--- src/hw/lpmc_pkg.sv ---
`default_nettype none
package lpmc_pkg;
    // Power modes held by the sequencer
    typedef enum logic [3:0] {
        LPMC_ACT_HI, LPMC_ACT_MED, LPMC_SLP_HI, LPMC_SLP_MED,
        LPMC_STBY, LPMC_WATCH, LPMC_SUBSLP, LPMC_SUBACT, LPMC_SETTLE
    } lpmc_mode_t;

    // Register word offsets (byte addresses)
    localparam logic [7:0] LPMC_SYSCTL_ONE = 8'h00;
    localparam logic [7:0] LPMC_SYSCTL_TWO = 8'h04;
    localparam logic [7:0] LPMC_IEN_TWO = 8'h08;
    localparam logic [7:0] LPMC_IRQ_EN = 8'h0c;
    localparam logic [7:0] LPMC_STATUS = 8'h10;

    // system_control_one fields
    localparam int LPMC_STANDBY_SELECT_BIT = 7;
    localparam int LPMC_STS_LSB = 4;
    localparam int LPMC_LOW_SPEED_ON_BIT = 3;
    localparam int LPMC_TMA_BIT = 2;
    localparam int LPMC_MA_LSB = 0;
    // system_control_two fields
    localparam int LPMC_DIRECT_TRANSFER_ON_BIT = 4;
    localparam int LPMC_MEDIUM_SPEED_ON_BIT = 3;
    localparam int LPMC_SA_LSB = 0;
    // interrupt_enable_two: direct transition enable
    localparam int LPMC_DTEN_BIT = 0;

    // Reset values
    localparam logic [7:0] LPMC_SYSCTL_ONE_RST = 8'h00;
    localparam logic [7:0] LPMC_SYSCTL_TWO_RST = 8'h00;
    localparam logic [7:0] LPMC_IEN_TWO_RST = 8'h00;

    // Clock gating and port controls for one mode
    typedef struct packed {
        logic sys_osc_en;
        logic cpu_run;
        logic periph_run;
        logic adc_pwm_run;
        logic watch_periph_run;
        logic io_hiz;
        logic io_hold;
    } lpmc_gate_t;

    // Control bits read on a sleep instruction; speed bits also read on wake from standby or watch
    typedef struct packed {
        logic standby_select;
        logic tma;
        logic low_speed_on;
        logic medium_speed_on;
        logic direct_transfer_on;
    } lpmc_sel_t;
endpackage
`default_nettype wire

--- src/hw/lpmc_top.sv ---
`default_nettype none
module lpmc_top #(
    parameter int IRQ_W = 8,
    parameter int SETTLE_UNIT = 16
) (
    input wire logic core_clk,
    input wire logic resetn,
    input wire logic [7:0] addr,
    input wire logic [7:0] wr_data,
    input wire logic wr_en,
    input wire logic rd_en,
    output logic [7:0] rd_data,
    input wire logic sleep_exec,
    input wire logic [IRQ_W-1:0] irq_req,
    input wire logic interrupt_mask_flag,
    input wire logic reset_pin_n,
    input wire logic watchdog_osc_on,
    output lpmc_pkg::lpmc_gate_t gate,
    output logic cpu_reset,
    output logic [1:0] periph_div,
    output logic [1:0] sub_cpu_div,
    output logic exc_start,
    output logic direct_exc_start,
    output lpmc_pkg::lpmc_mode_t mode
);
    import lpmc_pkg::*;

    // Elaboration check; the largest settle wait must fit the 32-bit counter
    if (IRQ_W < 1 || IRQ_W > 8 || SETTLE_UNIT < 1 || SETTLE_UNIT > (1 << 24)) begin : g_bad_param
        $error("IRQ_W must be 1 to 8 and SETTLE_UNIT 1 to 2**24");
    end

    logic [7:0] sysctl_one; // system_control_one
    logic [7:0] sysctl_two; // system_control_two
    logic [7:0] ien_two; // interrupt_enable_two
    logic [IRQ_W-1:0] irq_en; // Per-source enables
    logic [IRQ_W-1:0] irq_s1; // Sync stage one
    logic [IRQ_W-1:0] irq_s2; // Sync stage two
    logic wake; // Qualified wake request
    logic direct_ok; // Direct transfer allowed
    lpmc_sel_t sel; // Current control bits
    lpmc_mode_t next_mode;
    lpmc_mode_t target; // Destination after transit
    lpmc_mode_t next_target;
    logic direct_pend; // Transit belongs to direct transfer
    logic next_direct_pend;
    logic [31:0] settle_cnt; // Remaining settle cycles
    logic next_exc;
    logic next_dexc;
    logic settle_load;

    // Settle time in cycles for a three-bit select
    function automatic logic [31:0] settle_cycles(input logic [2:0] s);
        settle_cycles = 32'(SETTLE_UNIT) << s;
    endfunction

    // Gating for each mode, watchdog may keep peripherals alive
    function automatic lpmc_gate_t gate_of(input lpmc_mode_t m, input logic wdt);
        lpmc_gate_t g;
        g = '{sys_osc_en: 1'b1, cpu_run: 1'b0, periph_run: 1'b1, adc_pwm_run: 1'b1,
              watch_periph_run: 1'b1, io_hiz: 1'b0, io_hold: 1'b0};
        case (m)
            LPMC_ACT_HI, LPMC_ACT_MED: g.cpu_run = 1'b1;
            LPMC_SLP_HI, LPMC_SLP_MED: g.cpu_run = 1'b0;
            LPMC_STBY: begin
                g.sys_osc_en = 1'b0;
                g.periph_run = wdt;
                g.adc_pwm_run = 1'b0;
                g.watch_periph_run = wdt;
                g.io_hiz = 1'b1;
            end
            LPMC_WATCH: begin
                g.sys_osc_en = 1'b0;
                g.periph_run = wdt;
                g.adc_pwm_run = 1'b0;
                g.io_hold = 1'b1;
            end
            LPMC_SUBSLP: begin
                g.sys_osc_en = 1'b0;
                g.adc_pwm_run = 1'b0;
                g.io_hold = 1'b1;
            end
            LPMC_SUBACT: begin
                g.sys_osc_en = 1'b0;
                g.cpu_run = 1'b1;
                g.adc_pwm_run = 1'b0;
            end
            LPMC_SETTLE: begin
                g.periph_run = 1'b0; // Oscillator restarting
                g.adc_pwm_run = 1'b0;
                g.watch_periph_run = wdt;
                g.io_hold = 1'b1;
            end
            default: g.cpu_run = 1'b1; // Unused codes behave as active
        endcase
        return g;
    endfunction

    // Fields of the control registers
    assign sel.standby_select = sysctl_one[LPMC_STANDBY_SELECT_BIT];
    assign sel.tma = sysctl_one[LPMC_TMA_BIT];
    assign sel.low_speed_on = sysctl_one[LPMC_LOW_SPEED_ON_BIT];
    assign sel.medium_speed_on = sysctl_two[LPMC_MEDIUM_SPEED_ON_BIT];
    assign sel.direct_transfer_on = sysctl_two[LPMC_DIRECT_TRANSFER_ON_BIT];

    // Two-stage sync of requests; wake looks only at stage two
    always_ff @(posedge core_clk or negedge resetn) begin
        if (!resetn) begin
            irq_s1 <= '0;
            irq_s2 <= '0;
        end else begin
            irq_s1 <= irq_req;
            irq_s2 <= irq_s1;
        end
    end

    // Masked or disabled requests never wake the part
    assign wake = (|(irq_s2 & irq_en)) && !interrupt_mask_flag;
    // A masked direct transfer falls to sleep or watch and stays there
    assign direct_ok = sel.direct_transfer_on && ien_two[LPMC_DTEN_BIT] && !interrupt_mask_flag;

    // Register writes
    always_ff @(posedge core_clk or negedge resetn) begin
        if (!resetn) begin
            sysctl_one <= LPMC_SYSCTL_ONE_RST;
            sysctl_two <= LPMC_SYSCTL_TWO_RST;
            ien_two <= LPMC_IEN_TWO_RST;
            irq_en <= '0;
        end else if (wr_en) begin
            case (addr)
                LPMC_SYSCTL_ONE: sysctl_one <= wr_data;
                LPMC_SYSCTL_TWO: sysctl_two <= wr_data;
                LPMC_IEN_TWO: ien_two <= wr_data;
                LPMC_IRQ_EN: irq_en <= wr_data[IRQ_W-1:0];
                default: ; // Unmapped writes ignored
            endcase
        end
    end

    // Read data stands one cycle after the strobe; unmapped reads zero
    always_ff @(posedge core_clk or negedge resetn) begin
        if (!resetn) begin
            rd_data <= 8'h00;
        end else if (rd_en) begin
            case (addr)
                LPMC_SYSCTL_ONE: rd_data <= sysctl_one;
                LPMC_SYSCTL_TWO: rd_data <= sysctl_two;
                LPMC_IEN_TWO: rd_data <= ien_two;
                LPMC_IRQ_EN: rd_data <= 8'(irq_en);
                LPMC_STATUS: rd_data <= {4'h0, mode};
                default: rd_data <= 8'h00;
            endcase
        end else begin
            rd_data <= 8'h00;
        end
    end

    // Next mode decode
    always_comb begin
        next_mode = mode;
        next_target = target;
        next_direct_pend = direct_pend;
        next_exc = 1'b0;
        next_dexc = 1'b0;
        settle_load = 1'b0;
        case (mode)
            LPMC_ACT_HI, LPMC_ACT_MED: begin
                if (sleep_exec) begin
                    if (direct_ok && sel.standby_select && sel.tma && sel.low_speed_on) begin
                        next_mode = LPMC_WATCH;
                        next_target = LPMC_SUBACT;
                        next_direct_pend = 1'b1;
                    end else if (direct_ok && !sel.standby_select && !sel.low_speed_on) begin
                        // Speed change passes through sleep
                        next_mode = (mode == LPMC_ACT_HI) ? LPMC_SLP_HI : LPMC_SLP_MED;
                        next_target = sel.medium_speed_on ? LPMC_ACT_MED : LPMC_ACT_HI;
                        next_direct_pend = 1'b1;
                    end else if (!sel.standby_select) begin
                        next_mode = (mode == LPMC_ACT_HI) ? LPMC_SLP_HI : LPMC_SLP_MED;
                    end else if (sel.tma) begin
                        next_mode = LPMC_WATCH;
                    end else begin
                        next_mode = LPMC_STBY;
                    end
                end
            end
            LPMC_SUBACT: begin
                if (sleep_exec) begin
                    if (direct_ok && sel.standby_select && sel.tma && !sel.low_speed_on) begin
                        next_mode = LPMC_WATCH;
                        next_target = sel.medium_speed_on ? LPMC_ACT_MED : LPMC_ACT_HI;
                        next_direct_pend = 1'b1;
                    end else if (!sel.standby_select && sel.low_speed_on) begin
                        next_mode = LPMC_SUBSLP;
                    end else if (sel.standby_select && sel.tma) begin
                        next_mode = LPMC_WATCH;
                    end else begin
                        next_mode = LPMC_SUBSLP; // Other codes treated as subsleep
                    end
                end
            end
            LPMC_SLP_HI, LPMC_SLP_MED: begin
                if (direct_pend) begin
                    next_mode = target;
                    next_direct_pend = 1'b0;
                    next_dexc = 1'b1;
                end else if (wake) begin
                    next_mode = (mode == LPMC_SLP_HI) ? LPMC_ACT_HI : LPMC_ACT_MED;
                    next_exc = 1'b1;
                end
            end
            LPMC_SUBSLP: begin
                if (wake) begin
                    next_mode = LPMC_SUBACT;
                    next_exc = 1'b1;
                end
            end
            LPMC_STBY: begin
                if (wake) begin
                    next_mode = LPMC_SETTLE;
                    next_target = sel.medium_speed_on ? LPMC_ACT_MED : LPMC_ACT_HI;
                    settle_load = 1'b1;
                end
            end
            LPMC_WATCH: begin
                if (direct_pend && target == LPMC_SUBACT) begin
                    next_mode = LPMC_SUBACT;
                    next_direct_pend = 1'b0;
                    next_dexc = 1'b1;
                end else if (direct_pend) begin
                    next_mode = LPMC_SETTLE;
                    settle_load = 1'b1;
                end else if (wake && sel.low_speed_on) begin
                    next_mode = LPMC_SUBACT;
                    next_exc = 1'b1;
                end else if (wake) begin
                    next_mode = LPMC_SETTLE;
                    next_target = sel.medium_speed_on ? LPMC_ACT_MED : LPMC_ACT_HI;
                    settle_load = 1'b1;
                end
            end
            LPMC_SETTLE: begin
                if (settle_cnt == 32'h0000_0001) begin
                    next_mode = target;
                    next_exc = !direct_pend;
                    next_dexc = direct_pend;
                    next_direct_pend = 1'b0;
                end
            end
            default: begin
                next_mode = LPMC_ACT_HI;
            end
        endcase
        // Pin reset overrides every mode
        if (!reset_pin_n) begin
            next_mode = LPMC_ACT_HI;
            next_direct_pend = 1'b0;
            next_exc = 1'b0;
            next_dexc = 1'b0;
            settle_load = 1'b0;
        end
    end

    // Mode and transit state
    always_ff @(posedge core_clk or negedge resetn) begin
        if (!resetn) begin
            mode <= LPMC_ACT_HI;
            target <= LPMC_ACT_HI;
            direct_pend <= 1'b0;
        end else begin
            mode <= next_mode;
            target <= next_target;
            direct_pend <= next_direct_pend;
        end
    end

    // Settle counter, loaded as the oscillator restarts
    always_ff @(posedge core_clk or negedge resetn) begin
        if (!resetn) begin
            settle_cnt <= 32'h0;
        end else if (settle_load) begin
            settle_cnt <= settle_cycles(sysctl_one[LPMC_STS_LSB +: 3]);
        end else if (settle_cnt != 32'h0) begin
            settle_cnt <= settle_cnt - 32'h1;
        end
    end

    // Exception pulses, one cycle each
    always_ff @(posedge core_clk or negedge resetn) begin
        if (!resetn) begin
            exc_start <= 1'b0;
            direct_exc_start <= 1'b0;
        end else begin
            exc_start <= next_exc;
            direct_exc_start <= next_dexc;
        end
    end

    // CPU reset follows pin; oscillator forced on meanwhile
    always_ff @(posedge core_clk or negedge resetn) begin
        if (!resetn) begin
            cpu_reset <= 1'b1;
        end else begin
            cpu_reset <= !reset_pin_n;
        end
    end

    // Clock gating registered from the next mode
    always_ff @(posedge core_clk or negedge resetn) begin
        if (!resetn) begin
            gate <= '{io_hiz: 1'b0, io_hold: 1'b0, default: 1'b1}; // Active high-speed pattern
        end else begin
            gate <= gate_of(next_mode, watchdog_osc_on);
            if (!reset_pin_n) begin
                gate.sys_osc_en <= 1'b1;
            end
        end
    end

    // Peripheral divider only in medium-speed modes
    always_ff @(posedge core_clk or negedge resetn) begin
        if (!resetn) begin
            periph_div <= 2'h0;
        end else if (next_mode == LPMC_ACT_MED || next_mode == LPMC_SLP_MED) begin
            periph_div <= sysctl_one[LPMC_MA_LSB +: 2];
        end else begin
            periph_div <= 2'h0;
        end
    end

    // Subactive divider latched at sleep so writes apply later
    always_ff @(posedge core_clk or negedge resetn) begin
        if (!resetn) begin
            sub_cpu_div <= 2'h0;
        end else if (sleep_exec) begin
            sub_cpu_div <= sysctl_two[LPMC_SA_LSB +: 2];
        end
    end
endmodule // lpmc_top
`default_nettype wire

--- config.mk ---
export PLATFORM = sky130hd
export DESIGN_NAME = lpmc_top
export DESIGN_NICKNAME = d
export VERILOG_FILES = /design/src/hw/lpmc_pkg.sv /design/src/hw/lpmc_top.sv
export SDC_FILE = /design/constraint.sdc
export NUM_CORES = 1
export LEC_CHECK = 0
export BUFFER_PORTS_ARGS = -buffer_cell sky130_fd_sc_hd__buf_2
export CORE_MARGIN = 3
export CORE_UTILIZATION = 63
export CTS_CLUSTER_SIZE = 24
export DETAILED_ROUTE_END_ITERATION = 16
export PLACE_DENSITY = 0.85
export SYNTH_ARGS = -nofsm -noshare
export SYNTH_HDL_FRONTEND = slang
export SYNTH_SLANG_ARGS = --single-unit
--- constraint.sdc ---
create_clock -name core_clk -period 4.6 [get_ports core_clk]
set_clock_uncertainty 0.1 [all_clocks]
set_input_delay 0.46 -clock core_clk [delete_from_list [all_inputs] [get_ports core_clk]]
set_output_delay 0.46 -clock core_clk [all_outputs]
set_load 0.005 [all_outputs]
======== Word-level counts from Yosys, hierarchy flattened ========
Index checks and enable logic that the tools add are counted.
cells by class
  add/subtract/negate cells ............... 1
  multipliers ............................. 0
  divide/modulo/power cells ............... 0
  order comparisons ....................... 0
  eq/ne operators ......................... 36
  shift-type cells ........................ 1
  mux-type cells .......................... 72
  bitwise gates (word level) .............. 1
  reduce and logical (&&, ||, !) cells .... 39
operators with widths
  cell                     count
  $mux W4                  20
  $mux W32                 2
  $pmux W8 S5              1
  $eq A4 B3 Y1 const B     9
  $mux W1                  34
  $eq A32 B1 Y1 const B    1
  $reduce_bool A32 Y1      1
  $shl A5 B3 Y32 const A   1
  $sub A32 B1 Y32 const B  1
  $pmux W4 S7              1
  $ne A3 B3 Y1 const B     6
  $eq A4 B2 Y1 const B     4
  $eq A8 B4 Y1 const B     2
  $pmux W4 S4              1
  $logic_and A1 B1 Y1      13
  $ne A2 B2 Y1 const B     6
  $mux W3                  3
  $and A8 B8 Y8            1
  $eq A4 B1 Y1 const B     2
  $eq A4 B4 Y1 const B     2
  $eq A8 B3 Y1 const B     1
  $eq A8 B5 Y1 const B     1
  $logic_not A8 Y1         1
  $mux W2                  4
  21 further kinds         32
word-level totals
  register bits after elaboration ......... 111
  latch bits .............................. 0
  memory bits (writable) .................. 0
  ROM bits ................................ 0
  bits of input ports ..................... 32
  output and inout bits ................... 26
  word-level logic and storage cells ...... 173
  memories ................................ 0

======== Logic depth before layout (Yosys ltp) ========
Gate-level depths: netlist (run 1).
  depth in word-level cells ............... 13
  gate-level depth with buffers ........... 8

======== Worst setup path after synthesis (run 1) ========
No wires, ideal clock.
  path kind ............................... register to register
  from .................................... reg settle_cnt[18]
  to ...................................... reg settle_cnt[7]
  library setup time ...................... 0.137 ns
  arrival ................................. 2.227 ns
  data required time ...................... 4.363 ns
  path slack .............................. 2.136 ns
  cell stages (with the launch flop) ...... 8
  path buffers ............................ 0
  clock period less this slack ............ 2.464 ns
  cell sequence ........................... dfrtp_1 -> or4_4 -> or3_4 -> nor4_4 -> nand2b_1 -> or3b_2 -> xor2_1 -> a21oi_1
between the ends
  cells in the longest elaborated chain, start to end .. 2
RTL lines
  what                                 line             RTL
  start: declaration                   lpmc_top.sv:47   logic [31:0] settle_cnt;
  start signal: assignment             lpmc_top.sv:282  settle_cnt <= settle_cycles(sysctl_one[LPMC_STS_LSB +: 3]);
  start signal: assignment             lpmc_top.sv:284  settle_cnt <= settle_cnt - 32'h1;
  $reduce_bool A32 Y1                  lpmc_top.sv:283  end else if (settle_cnt != 32'h0) begin
  $reduce_bool A2 Y1 (no source line)  -
No other way between the ends.
A chain may end at the register's enable or synchronous reset.

======== Worst setup path after layout (run 1) ========
  from .................................... reg mode[2]
  to ...................................... reg settle_cnt[5]
between the ends
  cells in the longest elaborated chain, start to end .. 4
  elaborated cells between the ends (all ways) .. 6
  those cells by class .................... eq/ne: 2; mux: 3; reduce/logical: 1
RTL lines
  what                                                   line             RTL
  start: declaration                                     lpmc_top.sv:24   output lpmc_pkg::lpmc_mode_t mode
  start signal: assignment                               lpmc_top.sv:271  mode <= next_mode;
  $eq A4 B3 Y1                                           lpmc_top.sv:166  case (mode)
  $pmux W1 S2 *                                          lpmc_top.sv:166
  $mux W1 *                                              lpmc_top.sv:255  if (!reset_pin_n) begin
  $mux W32 / $reduce_bool A2 Y1 (equally long branches)  -
Every way passes the cells marked *; elsewhere a longest branch is shown, timed or not.

==> results.py, run 1 <==
metrics = {
    "cts": {
        "clk_latency_ns": 0.39,
        "postCtsSetupRepairBufs": 0,
        "clk_pin_slew_ns": 0.12,
        "root_buffer": "clkbuf_8",
        "hold_buffers": 0,
        "cts.sinks": 109,
        "cts_inserted_buffers": 9,
        "h-tree-depth": 3,
        "clock_path_buffers": 2,
        "cts_tree": "built",
        "cts.repair.resized": 0,
    },
    "placed_design": {
        "place_area_sq_um": 5490,
        "port-buffer-count": 57,
        "place_congestion": 0.904,
        "hpwl_um": 8200,
        "place_ws_ns": 1.41,
    },
    "sta": {
        "worst_slack_ns": 1.52,
        "worstMarginPinSlew_ns": 1.16,
        "rsz0062_at_grt": "false",
        "finalCriticalPeriod_ns": 3.08,
        "tns_ns": 0,
        "hold_viol_final": 0,
        "whs_ns": 0.0655,
        "setup_viol": 0,
        "period_share_pct": 66.9,
        "timing.fmax_mhz": 325,
        "slew_viol_final": 0,
        "slew-limit-headroom_pct": 21.9,
    },
    "routing": {
        "ant_nets": 0,
        "drt_iter0_drc": 261,
        "wl_um": 11400,
        "num_vias": 3930,
        "routed_via_density": 6.24,
        "drt-pass1-iter-count": 5,
        "drc_errors": 0,
        "wl_per_cell_um": 18.1,
    },
    "die": {
        "die-area_sq_um": 9290,
        "core-area_sq_um": 7850,
        "dieHeight_um": 96.4,
        "die_w_um": 96.4,
        "start_util_pct": 65.6,
        "ioPinCount": 58,
        "num_rows": 32,
    },
    "power_and_ir_drop": {
        "powerDensity_nw_per_um2": 430,
        "p_comb_share_pct": 22.6,
        "intPower_mw": 1.60,
        "leakage_nw": 2.56,
        "p_sw_share_pct": 34.7,
        "finalPower_mw": 2.45,
        "max-vdd-ir-drop_uv": 244,
        "net-switching-power_mw": 0.851,
        "pwr-share-seq_pct": 53.5,
        "p_clk_share_pct": 23.9,
    },
    "global_route": {
        "first_global_vias": 3876,
        "gr-total-overflow": 0,
        "grt_pass1_wl_um": 18500,
        "grtUsageTotal_pct": 26.3,
        "grt_max_degree": 76,
        "grt_antenna_before_repair": 0,
    },
    "run": {
        "drv_cap": 0,
    },
    "cells_and_area": {
        "fin_area_sq_um": 5700,
        "syn_to_final_growth_pct": 10.8,
        "finalNetCount": 558,
        "antenna_cells": 0,
        "drive_gt1_share_pct": 24.4,
        "fill_cells": 542,
    },
    "setup_path": {
        "end_kind": "flop",
        "worstPathArrival_ns": 3.27,
        "crit_type": "reg -> reg",
        "worstSetupStartpointType": "flop",
        "required_ns": 4.80,
        "cp_max_fo": 29,
    },
    "run_status": {
        "outcome": "complete, no violations",
    },
    "synth": {
        "synth.distinct_cells": 56,
        "synth_edf_count": 0,
        "synth.area.top_cells": "dfrtp_1 (50%), mux2_2 (8.1%), nor2_1 (4.2%)",
        "synth_top_area_cell": "dfrtp_1",
        "syn_area_per_cell_sq_um": 10.9,
        "yosysMostFrequentCell": "dfrtp_1",
        "synth-seq-cells": 109,
        "ys_top_cells_by_count": "dfrtp_1 (103), nor2_1 (57), mux2_2 (37), nand2_1 (29), nor3_1 (18)",
        "yosysSeqAreaShare_pct": 53.1,
        "netlist.area_leader.share_pct": 50.1,
        "synth_nets": 509,
        "synth_ff_type": "dfrtp_1",
        "synth_cells": 474,
        "synthArstFlopShare_pct": 100,
        "ys_warn_count": 0,
        "syn_area_sq_um": 5150,
    },
    "min_path": {
        "hp-class": "in -> reg",
    },
}
## kinds of logic after synthesis
kind of cell               Yosys count  share of synthesized area [%]
buffers and inverters               33                           2.43
DFF                                109                           53.1
xor gates and xnor gates            29                           4.93
and+or+nand+nor                    185                           18.9
AOI/OAI and AO/OA                   69                           9.07
muxes                               46                           10.8
adders and majority gates            3                          0.729
## sequential cells by signal, summed over array words and instances, names as in the netlist
signal,flops
cpu_reset,1
direct_exc_start,1
direct_pend,1
exc_start,1
gate,7
ien_two,8
irq_en,8
irq_s1,8
irq_s2,8
mode,4
periph_div,2
rd_data,8
settle_cnt,32
sub_cpu_div,2
sysctl_one,8
sysctl_two,8
target,2
## cell type report
type                            count  area, sq um  area share [%]
Inverter                           13         48.8           0.856
Multi-Input combinational cell    332         2290            40.1
Clock buffer                        9          124            2.17
Clock inverter                      7         83.8            1.47
Sequential cell                   109         2740            48.0
Tap cell                          102          128            2.24
Timing Repair Buffer               58          295            5.18
## layout by cell type, fill, tap and decap left out, drive strengths merged, types with 4 or more instances in the layout
master / instances
dfrtp: 103
xnor2: 17
nor2: 58
nand4: 7
and3: 8
buf: 58
a22oi: 5
dfstp: 6
mux4: 4
xor2: 12
a31oi: 5
o22ai: 4
nor4: 12
nor2b: 5
nor3: 18
nand2: 29
mux2i: 5
mux2: 37
or4: 6
a21oi: 12
o21ai: 17
a222oi: 4
o41ai: 5
clkbuf: 9
nand3: 17
clkinv: 4
and2: 4
inv: 16
nand2b: 6
## power by group through the flow
stage          Clock (mW)  Sequential [mW]  Combinational, mW
2_1_floorplan           0             1.26              0.439
3_3_place_gp            0             1.31              0.525
3_5_place_dp            0             1.32              0.552
4_1_cts             0.594             1.31              0.556
5_1_grt             0.629             1.34              0.627
6_report            0.585             1.31              0.555
## path summary, 6_finish.rpt
| check | end | cells past startpoint | from | slack [ns] |
|---|---|---|---|---|
| worst min register to register | irq_s2[2]$_DFF_PN0_ | 0 | irq_s1[2]$_DFF_PN0_ | 0.26 |
| worst min-delay path | irq_s1[3]$_DFF_PN0_ | 1 | irq_req[3] | 0.07 |
| max in group asynchronous | irq_en[2]$_DFFE_PN0P_ | 2 | resetn | 3.33 |
| worst max-delay path | settle_cnt[5]$_DFFE_PN0P_ | 7 | mode[2]$_DFF_PN0_ | 1.52 |
| worst max register to register | settle_cnt[5]$_DFFE_PN0P_ | 7 | mode[2]$_DFF_PN0_ | 1.52 |
| min in group asynchronous | settle_cnt[19]$_DFFE_PN0P_ | 1 | resetn | 0.10 |
## through the flow
stage          cells  utilization [%]
4_1_cts          630             72.7
3_3_place_gp     614             70.0
2_1_floorplan    474                -
5_1_grt          630             72.7
6_report         630             72.7
3_5_place_dp     614             70.0
## critical path: stages (launching register included)
cell	delay (ns)
dfrtp_1	0.82
nand2b_1	0.22
nor2_1	0.40
nand3_1	0.13
o41ai_1	0.12
and2_1	0.89
nand4_1	0.19
o21ai_0	0.13
## routing by layer
metal  wire, um  GRT usage [%]
met1       4740           32.8
met2       5750           45.2
met3        595           4.88
met4        349           10.5
met5          0              0
Note: power is estimated with default switching activity, not from simulation.
==> run 2, diff against run 1 <==
--- a/config.mk
+++ b/config.mk
@@ -7,10 +7,10 @@
 export LEC_CHECK = 0
 export BUFFER_PORTS_ARGS = -buffer_cell sky130_fd_sc_hd__buf_2
 export CORE_MARGIN = 3
-export CORE_UTILIZATION = 63
+export CORE_UTILIZATION = 53
 export CTS_CLUSTER_SIZE = 24
 export DETAILED_ROUTE_END_ITERATION = 16
-export PLACE_DENSITY = 0.85
+export PLACE_DENSITY = 0.76
 export SYNTH_ARGS = -nofsm -noshare
 export SYNTH_HDL_FRONTEND = slang
 export SYNTH_SLANG_ARGS = --single-unit
==> constraint.sdc (replaced) <==
create_clock -name core_clk -period 2.7 [get_ports core_clk]
set_clock_uncertainty 0.1 [all_clocks]
set_input_delay 0.27 -clock core_clk [delete_from_list [all_inputs] [get_ports core_clk]]
set_output_delay 0.27 -clock core_clk [all_outputs]
set_load 0.005 [all_outputs]
==> results.py, run 2 (synthesis gave the netlist of run 1 again) <==
metrics = {
    "cells_and_area": {
        "finalNetCount": 594,
        "fin_area_sq_um": 6060,
        "final_common_cell": "dfrtp_1",
        "regMostFlops": "settle_cnt",
        "final_cell_mix": "dfrtp_1 (103), nor2_1 (57), buf_2 (56), mux2_2 (37), nand2_1 (29)",
        "largest_reg_flops": 32,
        "syn_to_final_growth_pct": 17.7,
        "antenna_cells": 0,
        "drive_gt1_share_pct": 27.8,
        "fill_cells": 747,
    },
    "setup_path": {
        "required_ns": 2.90,
        "end_kind": "flop",
        "worstReg2RegStart": "settle_cnt[18]$_DFFE_PN0P_",
        "r2r_setup_slack_ns": 0.14,
        "reg2reg_depth": 8,
        "worstSetupStartpointType": "flop",
        "crit_path_end": "gate[2]$_DFF_PN1_",
        "reg2reg_to": "gate[2]$_DFF_PN1_",
        "critical-path-max-stage-delay_ns": 0.57,
        "crit_slowest_cell": "or4_4",
        "critical_path.startpoint": "settle_cnt[18]$_DFFE_PN0P_",
        "cp_max_fo": 5,
        "worst-path-stages": 8,
        "worstPathArrival_ns": 2.76,
        "worstPathCellList": "or4_4 > or3_4 > nor4_1 > buf_4 > nor3_1 > nor2_4 > and3_1 > o21ai_0",
        "cpLargestDelayFamily": "simple AND/OR/NAND/NOR gates",
        "crit_type": "reg -> reg",
        "cp_num_buf_inv": 1,
    },
    "die": {
        "start_util_pct": 55.2,
        "die-area_sq_um": 10900,
        "ioPinCount": 58,
        "core-area_sq_um": 9330,
        "dieHeight_um": 105,
        "die_w_um": 105,
        "num_rows": 35,
    },
    "power_and_ir_drop": {
        "powerDensity_nw_per_um2": 699,
        "leakage_nw": 2.74,
        "finalPower_mw": 4.24,
        "max-vdd-ir-drop_uv": 480,
    },
    "routing": {
        "drt_iter0_drc": 264,
        "wl_um": 11900,
        "drc_errors": 0,
        "ant_nets": 0,
        "wl_per_cell_um": 17.1,
        "routed_via_density": 5.82,
        "num_vias": 4031,
        "drt-pass1-iter-count": 5,
    },
    "global_route": {
        "first_global_vias": 4107,
        "grt_antenna_before_repair": 0,
        "gr-total-overflow": 0,
        "grt_max_degree": 54,
        "grt_pass1_wl_um": 20100,
        "grtUsageTotal_pct": 22.6,
    },
    "sta": {
        "slew_viol_final": 0,
        "hold_viol_final": 0,
        "period_share_pct": 94.7,
        "timing.fmax_mhz": 391,
        "finalCriticalPeriod_ns": 2.56,
        "tns_ns": 0,
        "setup_viol": 0,
        "slew-limit-headroom_pct": 52.4,
        "worstMarginPinSlew_ns": 0.714,
        "rsz0062_at_grt": "false",
    },
    "placed_design": {
        "hpwl_um": 8460,
        "place_area_sq_um": 5750,
        "place_congestion": 0.911,
        "port-buffer-count": 57,
    },
    "run": {
        "drv_cap": 0,
    },
    "cts": {
        "clock_path_buffers": 2,
        "h-tree-depth": 3,
        "cts_tree": "built",
        "cts.sinks": 109,
        "clk_latency_ns": 0.39,
        "cts_inserted_buffers": 9,
        "root_buffer": "clkbuf_8",
        "clk_pin_slew_ns": 0.11,
        "postCtsSetupRepairBufs": 0,
    },
    "min_path": {
        "hp-class": "in -> reg",
    },
    "run_status": {
        "outcome": "complete, no violations",
    },
}
## run 2: cell count changes in the layout (fill, tap and decap cells not counted), moves of 2 or more
| cell | change |
|---|---|
| nor4_1 | -2 |
| buf_12 | +2 |
| inv_6 | +2 |
| nor4_2 | +2 |
| dlygate4sd3_1 | +10 |
| buf_4 | +24 |
## run 2: worst register-to-register path: stages, from the launching register on
cell	delay (ns)
dfrtp_1	0.43
or4_4	0.57
or3_4	0.38
nor4_1	0.29
buf_4	0.17
nor3_1	0.09
nor2_4	0.16
and3_1	0.19
o21ai_0	0.08
## run 2: routing by layer
layer | GRT usage (%) | vias to the layer above | wire [um]
met5 | 0 | - | 0
met4 | 7.03 | 0 | 150
met3 | 4.32 | 18 | 621
met2 | 38.1 | 135 | 5970
met1 | 29.8 | 2000 | 5130
li1 | - | 1878 | -
## run 2: repair_timing
action / 4_1_cts / 5_1_grt
hold buffers: 10 / 0
gates resized for setup: 0 / 3
endpoints found under the setup margin: 0 / 2
endpoints found under the hold margin: 61 / 0
## run 2: cell type report
| type | instances | area [sq um] | share of cell area (%) |
|---|---|---|---|
| timing repair buffer | 94 | 616 | 10.2 |
| sequential | 109 | 2740 | 45.1 |
| multi-input combinational | 332 | 2300 | 38.0 |
| tap | 129 | 161 | 2.66 |
| clock buffer | 10 | 128 | 2.11 |
| inverter | 13 | 48.8 | 0.805 |
| clock inverter | 6 | 65.1 | 1.07 |
## run 2: worst min-delay path by stage
stage / startpoint / to / cells after the start
detailed placement: irq_s1[0]$_DFF_PN0_ / irq_s2[0]$_DFF_PN0_ / 0
global placement: irq_s1[7]$_DFF_PN0_ / irq_s2[7]$_DFF_PN0_ / 0
CTS: reset_pin_n / cpu_reset$_DFF_PN1_ / 2
finish: reset_pin_n / cpu_reset$_DFF_PN1_ / 2
floorplan: resetn / direct_exc_start$_DFF_PN0_ / 0
global route: reset_pin_n / cpu_reset$_DFF_PN1_ / 2
## run 2: power breakdown
part,leakage [nW],internal (mW),total (mW),switching (mW)
logic,1.25,0.502,1.06,0.555
clock network,0.0981,0.365,0.980,0.615
registers,1.39,1.92,2.20,0.283
total,2.74,2.78,4.24,1.45
## run 2: per-stage QoR
stage | worst slack, ns | hold slack [ns] | std cells | util (%)
after floorplan | 0.236 | -0.126 | 474 | -
after global placement | 0.250 | 0.236 | 667 | 61.6
after detailed placement | 0.101 | 0.235 | 667 | 61.6
after CTS | 0.0689 | 0.00999 | 693 | 64.8
after global routing | 0.00589 | 0.0306 | 693 | 64.9
final | 0.142 | 0.0375 | 693 | 64.9
